File: src/design/lac_pkg.sv
// Notes on behaviour
// RULE_01 - 4-bit CRC computed and checked per symbol
// RULE_02 - Error status valid only while locked
// RULE_03 - CRC mismatch drives error status low
// RULE_04 - Programmable threshold gates error interrupt
// RULE_05 - Check control, sync and pixel data
// RULE_06 - Host programs features via I2C slave
// RULE_07 - Eight alias match/target address pairs
// RULE_08 - Matched address replaced by target address
// RULE_09 - Aliasing only active in camera mode
// RULE_10 - Pass-through enabled forwards local traffic
// RULE_11 - Pass-through disabled blocks remote forwarding
// RULE_12 - Pass-through gating works in both modes
// RULE_13 - Inter-link GPIO skew at most 25 us
// RULE_14 - Host tracks remote peripherals and aliases
// RULE_15 - Host programs aliases before remote transfers
// RULE_16 - Ack and stretch on match, else nack
// RULE_17 - Alias settings at locations 0x08 to 0x17
// RULE_18 - Compare 7-bit address, keep R/W bit
// RULE_19 - Reset: aliases empty, defined enables
package lac_pkg;

    // ------------------------------------------------------------
    // Configuration map
    // ------------------------------------------------------------
    localparam logic [7:0] LAC_ALIAS_BASE   = 8'h08; // RULE_17
    localparam logic [7:0] LAC_ALIAS_LAST   = 8'h17; // RULE_17
    localparam int         LAC_NUM_ALIAS    = 8;
    localparam int         LAC_CRC_W        = 4;
    localparam int         LAC_PIX_W        = 16;
    localparam int         LAC_THR_W        = 8;
    localparam logic [7:0] LAC_THR_RST      = 8'h01;
    localparam logic       LAC_PASSTHRU_RST = 1'b1;
    localparam logic [4:0] LAC_CRC_POLY     = 5'h13;  // x^4+x+1
    localparam logic [3:0] LAC_CRC_INIT     = 4'hF;

    // ------------------------------------------------------------
    // GPIO skew limit
    // ------------------------------------------------------------
    localparam int LAC_CLK_MHZ      = 125;
    localparam int LAC_SKEW_US      = 25;
    localparam int LAC_SKEW_CYC     = LAC_SKEW_US * LAC_CLK_MHZ;

    // ------------------------------------------------------------
    // Types
    // ------------------------------------------------------------
    typedef struct packed {
        logic                 valid;
        logic [7:0]           ctrl;   // back-channel control byte
        logic                 hs;
        logic                 vs;
        logic [LAC_PIX_W-1:0] pix;
        logic [LAC_CRC_W-1:0] crc;
    } lac_sym_t;

    typedef struct packed {
        logic       valid;
        logic [6:0] addr;
        logic       rnw;
    } lac_addr_t;

    typedef struct packed {
        logic       we;
        logic [7:0] addr;
        logic [7:0] data;
    } lac_cfg_t;

    typedef enum logic [2:0] {
        LAC_IDLE  = 3'b001,
        LAC_HOLD  = 3'b010,
        LAC_FWD   = 3'b100
    } lac_state_t;

    // Symbol CRC over all protected fields
    function automatic logic [3:0] lac_crc(
        input logic [7:0]  ctrl,
        input logic        hs,
        input logic        vs,
        input logic [15:0] pix
    );
        logic [25:0] d;
        logic [3:0]  c;
        logic        fb;
        d = {ctrl, hs, vs, pix};
        c = LAC_CRC_INIT;
        for (int i = 25; i >= 0; i--) begin
            fb = c[3] ^ d[i];
            c  = {c[2:0], 1'b0} ^ (fb ? LAC_CRC_POLY[3:0] : 4'h0);
        end
        return c;
    endfunction

endpackage

File: src/design/lac_bridge.sv
`timescale 1ns/10ps
module lac_bridge #(
    parameter int NUM_ALIAS = lac_pkg::LAC_NUM_ALIAS,
    parameter int THR_W     = lac_pkg::LAC_THR_W,
    parameter int SKEW_CYC  = lac_pkg::LAC_SKEW_CYC
) (
    // Clock and reset
    input  wire logic              clk,
    input  wire logic              rst,
    input  wire logic              ce,
    // Mode and link state
    input  wire logic              camera_mode,
    input  wire logic              lock,
    // Configuration writes
    input  wire lac_pkg::lac_cfg_t cfg,
    input  wire logic              passthru_en,
    input  wire logic [THR_W-1:0]  err_thresh,
    input  wire logic              err_clear,
    // Received symbols
    input  wire lac_pkg::lac_sym_t sym,
    // Host address phase
    input  wire lac_pkg::lac_addr_t host_addr,
    input  wire logic              remote_done,
    // GPIO sync event
    input  wire logic              gpio_sync_in,
    // Outputs
    output lac_pkg::lac_addr_t     fwd_addr,
    output logic                   host_ack,
    output logic                   host_nack,
    output logic                   scl_stretch,
    output logic                   err_status_n,
    output logic [THR_W-1:0]       err_count,
    output logic                   gpio_sync_out
);
    import lac_pkg::*;

    // ------------------------------------------------------------
    // Alias table
    // ------------------------------------------------------------
    logic [6:0]         match_ff  [NUM_ALIAS];
    logic [6:0]         target_ff [NUM_ALIAS];
    logic [7:0]         cfg_off;
    logic               cfg_hit;
    logic [2:0]         cfg_slot;
    logic               match_we;
    logic               target_we;

    // Location decode shared by both halves of the table
    function automatic logic in_alias_map(input logic [7:0] a);
        return a >= LAC_ALIAS_BASE && a <= LAC_ALIAS_LAST;
    endfunction

    assign cfg_off   = cfg.addr - LAC_ALIAS_BASE;
    assign cfg_hit   = cfg.we && in_alias_map(cfg.addr);        // RULE_17
    assign cfg_slot  = cfg_off[3:1];
    // Even offset = match, odd = target; 7-bit address in [7:1]
    assign match_we  = ce && cfg_hit && !cfg_off[0];
    assign target_we = ce && cfg_hit && cfg_off[0];

    always_ff @(posedge clk) begin
        if (rst) begin
            for (int i = 0; i < NUM_ALIAS; i++) begin
                match_ff[i] <= 7'h00;                         // RULE_19
            end
        end else if (match_we) begin
            match_ff[cfg_slot] <= cfg.data[7:1];              // RULE_07
        end
    end

    always_ff @(posedge clk) begin
        if (rst) begin
            for (int i = 0; i < NUM_ALIAS; i++) begin
                target_ff[i] <= 7'h00;                        // RULE_19
            end
        end else if (target_we) begin
            target_ff[cfg_slot] <= cfg.data[7:1];             // RULE_07
        end
    end

    // Zero match means an empty slot and never hits
    logic       hit;
    logic [6:0] hit_tgt;
    always_comb begin
        hit     = 1'b0;
        hit_tgt = host_addr.addr;
        for (int i = NUM_ALIAS - 1; i >= 0; i--) begin
            if (match_ff[i] != 7'h00
                && match_ff[i] == host_addr.addr) begin      // RULE_18
                hit     = 1'b1;
                hit_tgt = target_ff[i];
            end
        end
    end

    // ------------------------------------------------------------
    // Proxy state machine
    // ------------------------------------------------------------
    lac_state_t state_ff;
    lac_state_t nxt_state;
    logic       alias_hit;
    logic       fwd_ok;
    logic       take;

    assign alias_hit = camera_mode && hit;                    // RULE_09
    // Pass-through gate applies regardless of mode
    assign fwd_ok    = passthru_en && (alias_hit || !camera_mode); // RULE_12
    // Address phases outside IDLE arrive mid-stretch and are dropped
    assign take      = (state_ff == LAC_IDLE) && host_addr.valid;

    always_comb begin
        nxt_state = state_ff;
        case (state_ff)
            LAC_IDLE: begin
                if (host_addr.valid && fwd_ok)
                    nxt_state = LAC_HOLD;                     // RULE_10
            end
            LAC_HOLD: begin
                nxt_state = LAC_FWD;
            end
            LAC_FWD: begin
                if (remote_done)
                    nxt_state = LAC_IDLE;
            end
            default: begin
                nxt_state = LAC_IDLE;
            end
        endcase
    end

    always_ff @(posedge clk) begin
        if (rst)
            state_ff <= LAC_IDLE;
        else if (ce)
            state_ff <= nxt_state;
    end

    // ------------------------------------------------------------
    // Host answer
    // ------------------------------------------------------------
    always_ff @(posedge clk) begin
        if (rst) begin
            host_ack <= 1'b0;
        end else if (ce) begin
            host_ack <= take && fwd_ok;                       // RULE_16
        end
    end

    always_ff @(posedge clk) begin
        if (rst) begin
            host_nack <= 1'b0;
        end else if (ce) begin
            host_nack <= take && !fwd_ok;                     // RULE_11
        end
    end

    // ------------------------------------------------------------
    // Forwarded address
    // ------------------------------------------------------------
    // Address and direction hold between pulses; only valid is read
    always_ff @(posedge clk) begin
        if (rst) begin
            fwd_addr <= '0;
        end else if (ce) begin
            fwd_addr.valid <= take && fwd_ok;                 // RULE_10
            if (take && fwd_ok) begin
                fwd_addr.addr <= alias_hit ? hit_tgt
                                           : host_addr.addr;  // RULE_08
                fwd_addr.rnw  <= host_addr.rnw;               // RULE_18
            end
        end
    end

    // Clock held low until the remote side answers
    always_ff @(posedge clk) begin
        if (rst)
            scl_stretch <= 1'b0;
        else if (ce)
            scl_stretch <= (nxt_state != LAC_IDLE);           // RULE_16
    end

    // ------------------------------------------------------------
    // CRC check and error status
    // ------------------------------------------------------------
    logic       sym_ok;
    logic [3:0] crc_exp;
    logic       crc_bad;
    logic       thr_hit;

    // Compare the count this symbol will produce; one extra bit so
    // a saturated counter keeps meeting the threshold
    function automatic logic reach_thr(input logic [THR_W-1:0] cnt,
                                       input logic [THR_W-1:0] thr);
        logic [THR_W:0] next_cnt;
        next_cnt = {1'b0, cnt} + {{THR_W{1'b0}}, 1'b1};
        return next_cnt >= {1'b0, thr};
    endfunction

    // One CRC covers control byte, sync bits and pixels
    assign sym_ok  = sym.valid && lock;                       // RULE_02
    assign crc_exp = lac_crc(sym.ctrl, sym.hs, sym.vs, sym.pix); // RULE_05
    assign crc_bad = sym_ok && (sym.crc != crc_exp);          // RULE_01
    assign thr_hit = reach_thr(err_count, err_thresh);        // RULE_04

    // ------------------------------------------------------------
    // Error counter
    // ------------------------------------------------------------
    // A bad symbol wins over a clear in the same cycle
    always_ff @(posedge clk) begin
        if (rst) begin
            err_count <= '0;
        end else if (ce) begin
            if (crc_bad && err_count != '1) begin
                err_count <= err_count + 1'b1;               // RULE_01
            end else if (err_clear && !crc_bad) begin
                err_count <= '0;
            end
        end
    end

    // ------------------------------------------------------------
    // Error status
    // ------------------------------------------------------------
    // Forced high while unlocked, since status means nothing then
    always_ff @(posedge clk) begin
        if (rst) begin
            err_status_n <= 1'b1;                             // RULE_19
        end else if (ce) begin
            if (!lock) begin
                err_status_n <= 1'b1;                         // RULE_02
            end else if (crc_bad && thr_hit) begin
                err_status_n <= 1'b0;                         // RULE_03
            end else if (err_clear) begin
                err_status_n <= 1'b1;
            end
        end
    end

    // ------------------------------------------------------------
    // GPIO sync forwarding, bounded latency
    // ------------------------------------------------------------
    always_ff @(posedge clk) begin
        if (rst)
            gpio_sync_out <= 1'b0;
        else if (ce)
            gpio_sync_out <= gpio_sync_in;                    // RULE_13
    end

endmodule // lac_bridge

File: config.mk
export PLATFORM = sky130hd
export DESIGN_NAME = lac_bridge
export DESIGN_NICKNAME = d
export VERILOG_FILES = /design/src/design/lac_pkg.sv /design/src/design/lac_bridge.sv
export SDC_FILE = /design/constraint.sdc
export NUM_CORES = 1
export LEC_CHECK = 0
export BUFFER_PORTS_ARGS = -buffer_cell sky130_fd_sc_hd__buf_2
export CORE_MARGIN = 2
export CORE_UTILIZATION = 50
export CTS_CLUSTER_DIAMETER = 40
export DETAILED_ROUTE_END_ITERATION = 6
export GPL_TIMING_DRIVEN = 0
export PLACE_DENSITY = 0.81
export SLEW_MARGIN = 20
export SYNTH_ARGS = -nofsm -noshare
export SYNTH_HDL_FRONTEND = slang
export SYNTH_SLANG_ARGS = --single-unit
File: constraint.sdc
create_clock -name clk -period 3.9 [get_ports clk]
set_clock_uncertainty 0.1 [all_clocks]
set_input_delay 0.585 -clock clk [delete_from_list [all_inputs] [get_ports clk]]
set_output_delay 0.585 -clock clk [all_outputs]
set_load 0.02 [all_outputs]
Word level (Yosys, flattened, before mapping)

Memories as Yosys holds them, arrays and structs flattened.
Index checks and enable logic that the tools add are counted.

Order comparisons: 3
Mux-type cells: 65
Add/subtract/negate cells: 3
Reductions and logical operators: 43
Bitwise gates (word level): 51
Eq/ne operators: 15

Operators by type and width:

| cell                | number |
|---|---|
| $xor 4x2->4         | 25 |
| $mux 7              | 11 |
| $eq 7x7->1          | 8 |
| $reduce_bool 7->1   | 8 |
| $mux 2              | 26 |
| $xor 1x1->1         | 25 |
| $logic_and 1x1->1   | 24 |
| $mux 1              | 21 |
| $mux 8              | 2 |
| $reduce_or 7->1     | 2 |
| $mux 3              | 4 |
| $add 8x1->9 const B | 1 |
| $ge 9x8->1          | 1 |
| $pmux 3 s3          | 1 |
| $add 8x1->8 const B | 1 |
| $ge 8x4->1 const B  | 1 |
| $le 8x5->1 const B  | 1 |
| $ne 8x8->1 const B  | 1 |
| $ne 3x1->1 const B  | 2 |
| $reduce_and 2->1    | 3 |
| $logic_not 1->1     | 4 |
| $ne 4x4->1          | 1 |
| $sub 4x4->4 const B | 1 |
| $eq 3x1->1 const B  | 1 |
| other kinds (5)     | 5 |

Register bits after elaboration: 24
Output and inout bits: 22
Memories kept: 2
Bits in writable memories: 112

Memories:

| memory    | words | width | read ports | clocked after memory_dff | wr ports | line             | RTL |
|---|---|---|---|---|---|---|---|
| match_ff  | 8     | 7     | 8          | 0                        | 8        | lac_bridge.sv:40 | `logic [6:0] match_ff [NUM_ALIAS];` |
| target_ff | 8     | 7     | 8          | 0                        | 8        | lac_bridge.sv:41 | `logic [6:0] target_ff [NUM_ALIAS];` |

Depth between registers and ports, before layout

Gate-level depths: netlist of the first run.

Depth after elaboration: 83
Mapped depth: 12

Least setup slack after synthesis of the first run

No wires, ideal clock.

Path kind: input-to-reg
Start point: in sym[27] (netlist bit)
End point: reg err_count[3]
Data required time: 3.683 ns
Buffers on the path: 0
Library setup time: 0.117 ns
Arrival time: 3.100 ns
Slack: 0.582 ns
Cell stages on the path: 10
Cell sequence: xnor3_2 -> xnor2_4 -> xnor3_1 -> xor3_1 -> nor3_1 -> a31oi_1 -> o211ai_2 -> mux2i_1 -> a21oi_2 -> a22o_2

Longest elaborated chain between the ends: 46
Elaborated cells between the ends (all ways): 74
Those cells by class: 1 x eq/ne; 22 x mux; 45 x bitwise; 6 x reduce/logical

Ends and longest elaborated chain:

| what                                       | line                         | RTL |
|---|---|---|
| start: declaration                         | lac_bridge.sv:20             | `input wire lac_pkg::lac_sym_t sym,` |
| $xor 1x1->1 *                              | lac_pkg.sv:87                | `fb = c[3] ^ d[i];` |
| $mux 2 *                                   | lac_pkg.sv:88                | `c = {c[2:0], 1'b0} ^ (fb ? LAC_CRC_POLY[3:0] : 4'h0);` |
| $xor 4x2->4 * (3 in a row)                 | lac_pkg.sv:88                |  |
| $xor 1x1->1 or $xor 4x2->4 (tied branches) | lac_pkg.sv:87, lac_pkg.sv:88 |  |
| $mux 2 or $xor 1x1->1 (tied branches)      | lac_pkg.sv:88, lac_pkg.sv:87 |  |
| $xor 4x2->4 * (3 in a row)                 | lac_pkg.sv:88                |  |
| $xor 1x1->1 or $xor 4x2->4 (tied branches) | lac_pkg.sv:87, lac_pkg.sv:88 |  |
| $mux 2 (tied with other cells)             | lac_pkg.sv:88                |  |
| (+26 left out)                             | -                            |  |
| $mux 2 or $xor 4x2->4 (tied branches)      | lac_pkg.sv:88                |  |
| $xor 4x2->4 *                              | lac_pkg.sv:88                |  |
| $ne 4x4->1 *                               | lac_bridge.sv:201            | `assign crc_bad = sym_ok && (sym.crc != crc_exp);` |
| $logic_and 1x1->1 *                        | lac_bridge.sv:201            |  |
| $logic_not 1->1                            | lac_bridge.sv:214            | `end else if (err_clear && !crc_bad) begin` |
| $logic_and 1x1->1                          | lac_bridge.sv:214            |  |
| $reduce_bool 2->1 (no line)                | -                            |  |
| $reduce_and 2->1 (no line)                 | -                            |  |
| end signal: assignment                     | lac_bridge.sv:213            | `err_count <= err_count + 1'b1;` |
| end: declaration                           | lac_bridge.sv:32             | `output logic [THR_W-1:0] err_count,` |

Every way passes the cells marked *; elsewhere a longest branch is shown, timed or not.
A chain may end at the register's enable or synchronous reset.

Final worst setup path of the first run

Start point: in host_addr[2] (netlist bit)
End point: reg fwd_addr[6] (netlist bit)

Longest elaborated chain between the ends: 15
Elaborated cells between the ends (all ways): 38
Those cells by class: 8 x eq/ne; 17 x mux; 13 x reduce/logical

Ends and longest elaborated chain:

| what                       | line              | RTL |
|---|---|---|
| start: declaration         | lac_bridge.sv:22  | `input wire lac_pkg::lac_addr_t host_addr,` |
| $eq 7x7->1                 | lac_bridge.sv:88  | `&& match_ff[i] == host_addr.addr) begin` |
| $logic_and 1x1->1          | lac_bridge.sv:88  |  |
| $mux 1 (8 in a row)        | lac_bridge.sv:87  | `if (match_ff[i] != 7'h00` |
| $logic_and 1x1->1          | lac_bridge.sv:104 | `assign alias_hit = camera_mode && hit;` |
| $logic_or 1x1->1           | lac_bridge.sv:106 | `assign fwd_ok = passthru_en && (alias_hit \|\| !camera_mode);` |
| $logic_and 1x1->1          | lac_bridge.sv:106 |  |
| $logic_and 1x1->1          | lac_bridge.sv:165 | `if (take && fwd_ok) begin` |
| $reduce_and 2->1 (no line) | -                 |  |
| end: declaration           | lac_bridge.sv:27  | `output lac_pkg::lac_addr_t fwd_addr,` |

Several ways; a longest one is shown, not always the timed one.

==> impl_metrics.tcl, run 1 <==
set metrics [dict create \
    status "finished, final reports clean" \
    cts_buffers 17 \
    nNetsFinal 861 \
    timing.hold.ws_ns 0.306 \
    htreeDepth 4 \
    synth_seq_area_share 0.511 \
    finalInstanceArea_um2 8780 \
    num_vias 5377 \
    power.density_nw_per_um2 438 \
    vdd_drop_max_mv 0.483 \
    required_ns 4.14 \
    synth_seq_cells 136 \
    setup_viol 0 \
    ctsResizeCount 0 \
    grtUsageTotal 0.220 \
    worstMarginPinSlew_ns 1.09 \
    gp_congestion 0.830 \
    hold_buffers 0 \
    place_area_um2 8190 \
    coreArea_um2 14600 \
    io_buffers 86 \
    synth.net_count 756 \
    routed_wl_um 17400 \
    cts_tree "yes" \
    drv_slew 0 \
    endpoint_kind "register" \
    r2r_start "match_ff[6][0]$_SDFFCE_PN0P_" \
    antenna_found_initial 0 \
    synthArstFlopShare 0 \
    die_area_um2 16000 \
    path_clk_slew_ns 0.05 \
    fmax_mhz 288 \
    ant_nets 0 \
    p_leak_uw 0.00352 \
    vias_per_cell 5.51 \
    ioPinCount 96 \
    reg2reg_depth 11 \
    fin_crit_sh 0.890 \
    clk_latency_ns 0.42 \
    worstReg2RegEnd "fwd_addr[6]$_SDFFE_PP0P_" \
    root_buffer "clkbuf_16" \
    yosysWarnings 0 \
    holdPathStages 3 \
    grt_max_degree 17 \
    syn-cell-area_um2 7520 \
    hpwl_um 12300 \
    grt_overflow 0 \
    clk_path_buf_depth 2 \
    period_minus_slack_ns 3.47 \
    rsz0062_at_grt "no" \
    critPathLaunchType "input pin" \
    synthFlopType "edfxtp_1" \
    drc 0 \
    synth_edf_count 112 \
    path_max_fanout 10 \
    chipHeight_um 127 \
    path_class "input pin to register" \
    diodes 0 \
    worstSetupStartpoint "host_addr[2]" \
    drt-pass1-iter-count 5 \
    min_from "gpio_sync_in" \
    hold-path-endpoint "gpio_sync_out$_SDFFE_PP0P_" \
    synth_cells 673 \
    drt_iter0_markers 377 \
    cts_setup_buffers 0 \
    regToRegSetupSlack_ns 0.44 \
    fp-row-count 44 \
    max_slew_margin 0.274 \
    area_delta_synth_final_pct 16.8 \
    syn_avg_cell_area_um2 11.2 \
    grt_pass1_wl_um 27000 \
    die_w_um 127 \
    maxCapViolations 0 \
    grt_pass1_vias 5267 \
    synth_cell_types 54 \
    initial_core_util 0.516 \
    critPathArrivalTime_ns 3.71 \
    layout-drive-gt1-share 0.198 \
    hold_viol_final 0 \
    cts_sinks 136 \
    hp-class "input pin to register" \
    avgRoutedWirePerCell_um 17.8 \
]
-- registers in the layout, summed over array words and instances, names as in the netlist --
signal	flops
state_ff	3
scl_stretch	1
host_nack	1
err_status_n	1
gpio_sync_out	1
target_ff	56
match_ff	56
err_count	8
fwd_addr	9
-- cell usage after synthesis (all sizes together), types with 2 or more instances --
cell | instances | area, um2
and2 | 114 | 713
edfxtp | 112 | 3360
nor2 | 56 | 210
xnor2 | 54 | 492
nand2 | 32 | 120
xor2 | 27 | 236
dfxtp | 24 | 480
clkbuf | 18 | 67.6
or2 | 18 | 113
a21oi | 16 | 83.8
a211o | 13 | 114
inv | 13 | 48.8
nand2b | 11 | 68.8
and3 | 10 | 62.6
buf | 10 | 52.6
nor4 | 10 | 62.6
ha | 9 | 113
mux2i | 9 | 90.1
nor3 | 9 | 50.1
xnor3 | 9 | 204
nand4 | 8 | 50.1
a2111oi | 7 | 73.8
a21o | 7 | 53.8
nor2b | 7 | 43.8
a31oi | 6 | 37.5
nand3 | 6 | 30.0
o21ai | 6 | 30.0
o22ai | 6 | 37.5
a211oi | 5 | 37.5
a22o | 5 | 48.8
a22oi | 5 | 37.5
o21bai | 5 | 37.5
a2111o | 4 | 45.0
mux2 | 4 | 45.0
a311oi | 3 | 26.3
o311ai | 3 | 26.3
a21boi | 2 | 15.0
o211ai | 2 | 20.0
o21a | 2 | 15.0
-- layout make-up --
type | instances | area (um2)
buffer | 28 | 120
clock buffer | 19 | 433
clock inverter | 13 | 151
fill | 1152 | 5800
inverter | 13 | 48.8
multi-input combinational | 496 | 3530
sequential | 136 | 3840
tap | 184 | 230
timing repair buffer | 86 | 430
-- cell families after synthesis --
logic type | after synthesis | synth area share
buffers and inverters | 41 | 0.0225
AND/OR/NAND/NOR | 283 | 0.205
adder cells (fa/ha/maj) | 9 | 0.0150
multiplexers | 13 | 0.0180
AO/OA/AOI/OAI | 100 | 0.102
flip-flops | 136 | 0.511
XOR/XNOR | 91 | 0.127
-- metal layers --
| metal | share of wire | wire length [um] | global-route usage | up-vias |
|---|---|---|---|---|
| li1 | - | - | - | 2610 |
| met1 | 0.43 | 7530 | 0.279 | 2543 |
| met2 | 0.48 | 8390 | 0.372 | 202 |
| met3 | 0.072 | 1250 | 0.0515 | 22 |
| met4 | 0.011 | 195 | 0.0730 | 0 |
| met5 | 0 | 0 | 0 | - |
-- report_power, final --
part | leakage [uW] | internal [uW] | switching [uW] | total [uW]
combinational | 0.00199 | 272 | 297 | 569
clock | 0.000278 | 999 | 610 | 1610
sequential | 0.00126 | 1640 | 35.3 | 1670
total | 0.00352 | 2910 | 942 | 3850
-- cell usage in the layout (no fill, tap or decap), types with 6 or more instances in the layout --
cell / n
or2_2: 18
inv_1: 13
and2_1: 114
xor2_1: 27
nor4_1: 10
a31oi_1: 6
nand3_1: 6
a21o_1: 6
nor2_1: 56
clkbuf_1: 20
mux2i_1: 9
nand2_1: 32
ha_1: 9
o21ai_0: 6
nor2b_1: 7
clkbuf_16: 17
nand4_1: 8
dfxtp_1: 24
a211o_1: 13
edfxtp_1: 112
nor3_1: 8
buf_2: 95
xnor2_1: 53
a21oi_1: 15
xnor3_1: 8
and3_1: 10
nand2b_1: 11
o22ai_1: 6
-- worst max path at each step --
stage / endpoint / slack [ns] / cells after the start
floorplan: err_count[3]$_SDFFE_PP0P_ / 0.58 / 10
global placement: fwd_addr[6]$_SDFFE_PP0P_ / -0.13 / 12
detailed placement: fwd_addr[6]$_SDFFE_PP0P_ / -0.13 / 11
CTS: fwd_addr[6]$_SDFFE_PP0P_ / 0.30 / 11
global route: fwd_addr[8]$_SDFFE_PP0P_ / 0.16 / 11
finish: fwd_addr[6]$_SDFFE_PP0P_ / 0.43 / 12
-- critical path, stage by stage --
cell,delay (ns)
buf_2,0.34
xnor2_1,0.18
nand4_1,0.11
a2111oi_1,0.87
or4_1,0.25
nor4_1,0.08
nand2_1,0.20
and3_1,0.17
clkbuf_1,0.30
clkbuf_1,0.38
o21bai_1,0.10
a31oi_1,0.15
-- through the flow --
| step | TNS (ns) | utilization | total power [uW] | instances | setup slack, ns |
|---|---|---|---|---|---|
| after floorplan | 0 | - | 2110 | 673 | 0.582 |
| after global placement | -0.935 | 0.561 | 2240 | 943 | -0.135 |
| after detailed placement | -0.627 | 0.561 | 2270 | 943 | -0.125 |
| after CTS | 0 | 0.601 | 3850 | 975 | 0.299 |
| after global routing | 0 | 0.602 | 3970 | 975 | 0.161 |
| final | 0 | 0.602 | 3850 | 975 | 0.427 |
Power figures use the tool's default switching activity.
==> run 2, diff against run 1 <==
--- a/config.mk
+++ b/config.mk
@@ -6,7 +6,7 @@
 export NUM_CORES = 1
 export LEC_CHECK = 0
 export BUFFER_PORTS_ARGS = -buffer_cell sky130_fd_sc_hd__buf_2
-export CORE_MARGIN = 2
+export CORE_MARGIN = 5
 export CORE_UTILIZATION = 50
 export CTS_CLUSTER_DIAMETER = 40
 export DETAILED_ROUTE_END_ITERATION = 6
==> impl_metrics.tcl, run 2 (synthesis results as in run 1) <==
set metrics [dict create \
    drt-pass1-iter-count 5 \
    routed_wl_um 18100 \
    hpwl_um 12700 \
    switchingPower_uw 913 \
    drc 0 \
    coreArea_um2 14600 \
    cts_buffers 17 \
    vias_per_cell 5.48 \
    ff_latch_area_um2 3840 \
    hold_viol_final 0 \
    fin_ws_ns 0.250 \
    period_minus_slack_ns 3.65 \
    root_buffer "clkbuf_16" \
    grt_overflow 0 \
    clk_latency_ns 0.42 \
    maxCapViolations 0 \
    ant_nets 0 \
    avgRoutedWirePerCell_um 18.5 \
    status "finished, final reports clean" \
    power_frac_seq 0.447 \
    die_w_um 133 \
    layout_commonest_cell "and2_1" \
    clk_path_buf_depth 2 \
    path_class "input pin to register" \
    critPathArrivalTime_ns 3.82 \
    layout-drive-gt1-share 0.199 \
    power.density_nw_per_um2 428 \
    hold_buffers 0 \
    drv_slew 0 \
    required_ns 4.07 \
    path_max_fanout 10 \
    post-place-ws_ns -0.235 \
    num_vias 5338 \
    power_switching_share 0.244 \
    hp-class "input pin to register" \
    worstMarginPinSlew_ns 1.20 \
    place_area_um2 8190 \
    gp_congestion 0.843 \
    initial_core_util 0.514 \
    die_area_um2 17600 \
    critPathMaxStageDelay_ns 1.01 \
    top_regs "match_ff (56), target_ff (56), fwd_addr (9)" \
    path_clk_slew_ns 0.05 \
    fmax_mhz 274 \
    cts_sinks 136 \
    grt_max_degree 17 \
    reg2reg_depth 9 \
    clkPwrFrac 0.401 \
    endpoint_kind "register" \
    htreeDepth 4 \
    final_cell_mix "114 x and2_1, 112 x edfxtp_1, 95 x buf_2" \
    ioPinCount 96 \
    grt_pass1_vias 5329 \
    internal_power_uw 2830 \
    crit_chain "buf_2 > buf_2 > a211o_1 > a2111oi_0 > nor4_1 > nand2_1 > and3_1 > clkbuf_1 > clkbuf_1 > a311oi_1" \
    finalInstanceArea_um2 8740 \
    nNetsFinal 861 \
    critPathLaunchType "input pin" \
    worst_path_max_delay_cell "a2111oi_0" \
    p_leak_uw 0.00351 \
    area_delta_synth_final_pct 16.1 \
    io_buffers 86 \
    setup_viol 0 \
    ctsResizeCount 0 \
    power.share.combinational 0.152 \
    fin_crit_sh 0.936 \
    fillers 1184 \
    holdPathStages 3 \
    grt_pass1_wl_um 28500 \
    setup-tns-final_ns 0 \
    fp-row-count 44 \
    vdd_drop_max_mv 0.306 \
    cts_setup_buffers 0 \
    rsz0062_at_grt "no" \
    multi_input_area_um2 3520 \
    chipHeight_um 133 \
    drt_iter0_markers 345 \
    max_slew_margin 0.182 \
    cts_tree "yes" \
    diodes 0 \
    antenna_found_initial 0 \
    grtUsageTotal 0.208 \
]
[run 2: per-stage QoR]
step	std cells	total power (uW)	hold WS [ns]	util
after CTS	974	3750	0.298	0.596
after floorplan	673	2110	0.365	-
after detailed placement	943	2260	0.341	0.559
after global routing	974	3870	0.324	0.597
after global placement	943	2250	0.334	0.559
final	974	3740	0.303	0.597
[run 2: path summary, 6_finish.rpt]
check | slack (ns) | start | end
worst max-delay path | 0.25 | host_addr[7] | fwd_addr[3]$_SDFFE_PP0P_
worst min-delay path | 0.30 | gpio_sync_in | gpio_sync_out$_SDFFE_PP0P_
worst max register to register | 0.38 | match_ff[3][0]$_SDFFCE_PN0P_ | fwd_addr[3]$_SDFFE_PP0P_
worst min register to register | 0.35 | scl_stretch$_SDFFE_PP0P_ | scl_stretch$_SDFFE_PP0P_
[run 2: cell type report]
class | instances | area share
sequential | 136 | 0.440
multi-input combinational | 496 | 0.403
clock buffer | 19 | 0.0496
timing repair buffer | 86 | 0.0493
tap | 184 | 0.0264
buffer | 28 | 0.0137
clock inverter | 12 | 0.0126
inverter | 13 | 0.00559
[run 2: routing by layer]
layer  up-vias  GRT usage  share of wire
met5         -          0              0
met3        29     0.0634          0.082
met2       225      0.350           0.48
met4         0     0.0676          0.018
li1       2602          -              -
met1      2482      0.258           0.42
[run 2: power by group through the flow]
| stage | Combinational (uW) | Sequential [uW] | Clock (uW) |
|---|---|---|---|
| floorplan | 412 | 1700 | 0 |
| global placement | 550 | 1700 | 0 |
| detailed placement | 563 | 1700 | 0 |
| CTS | 570 | 1670 | 1510 |
| global route | 616 | 1680 | 1570 |
| finish | 567 | 1670 | 1500 |
[run 2: critical path: cells and delay by family]
family | cells | cell delay, ns
and+or+nand+nor | 3 | 0.64
AOI/OAI and AO/OA | 3 | 1.50
buffers and inverters | 4 | 1.09
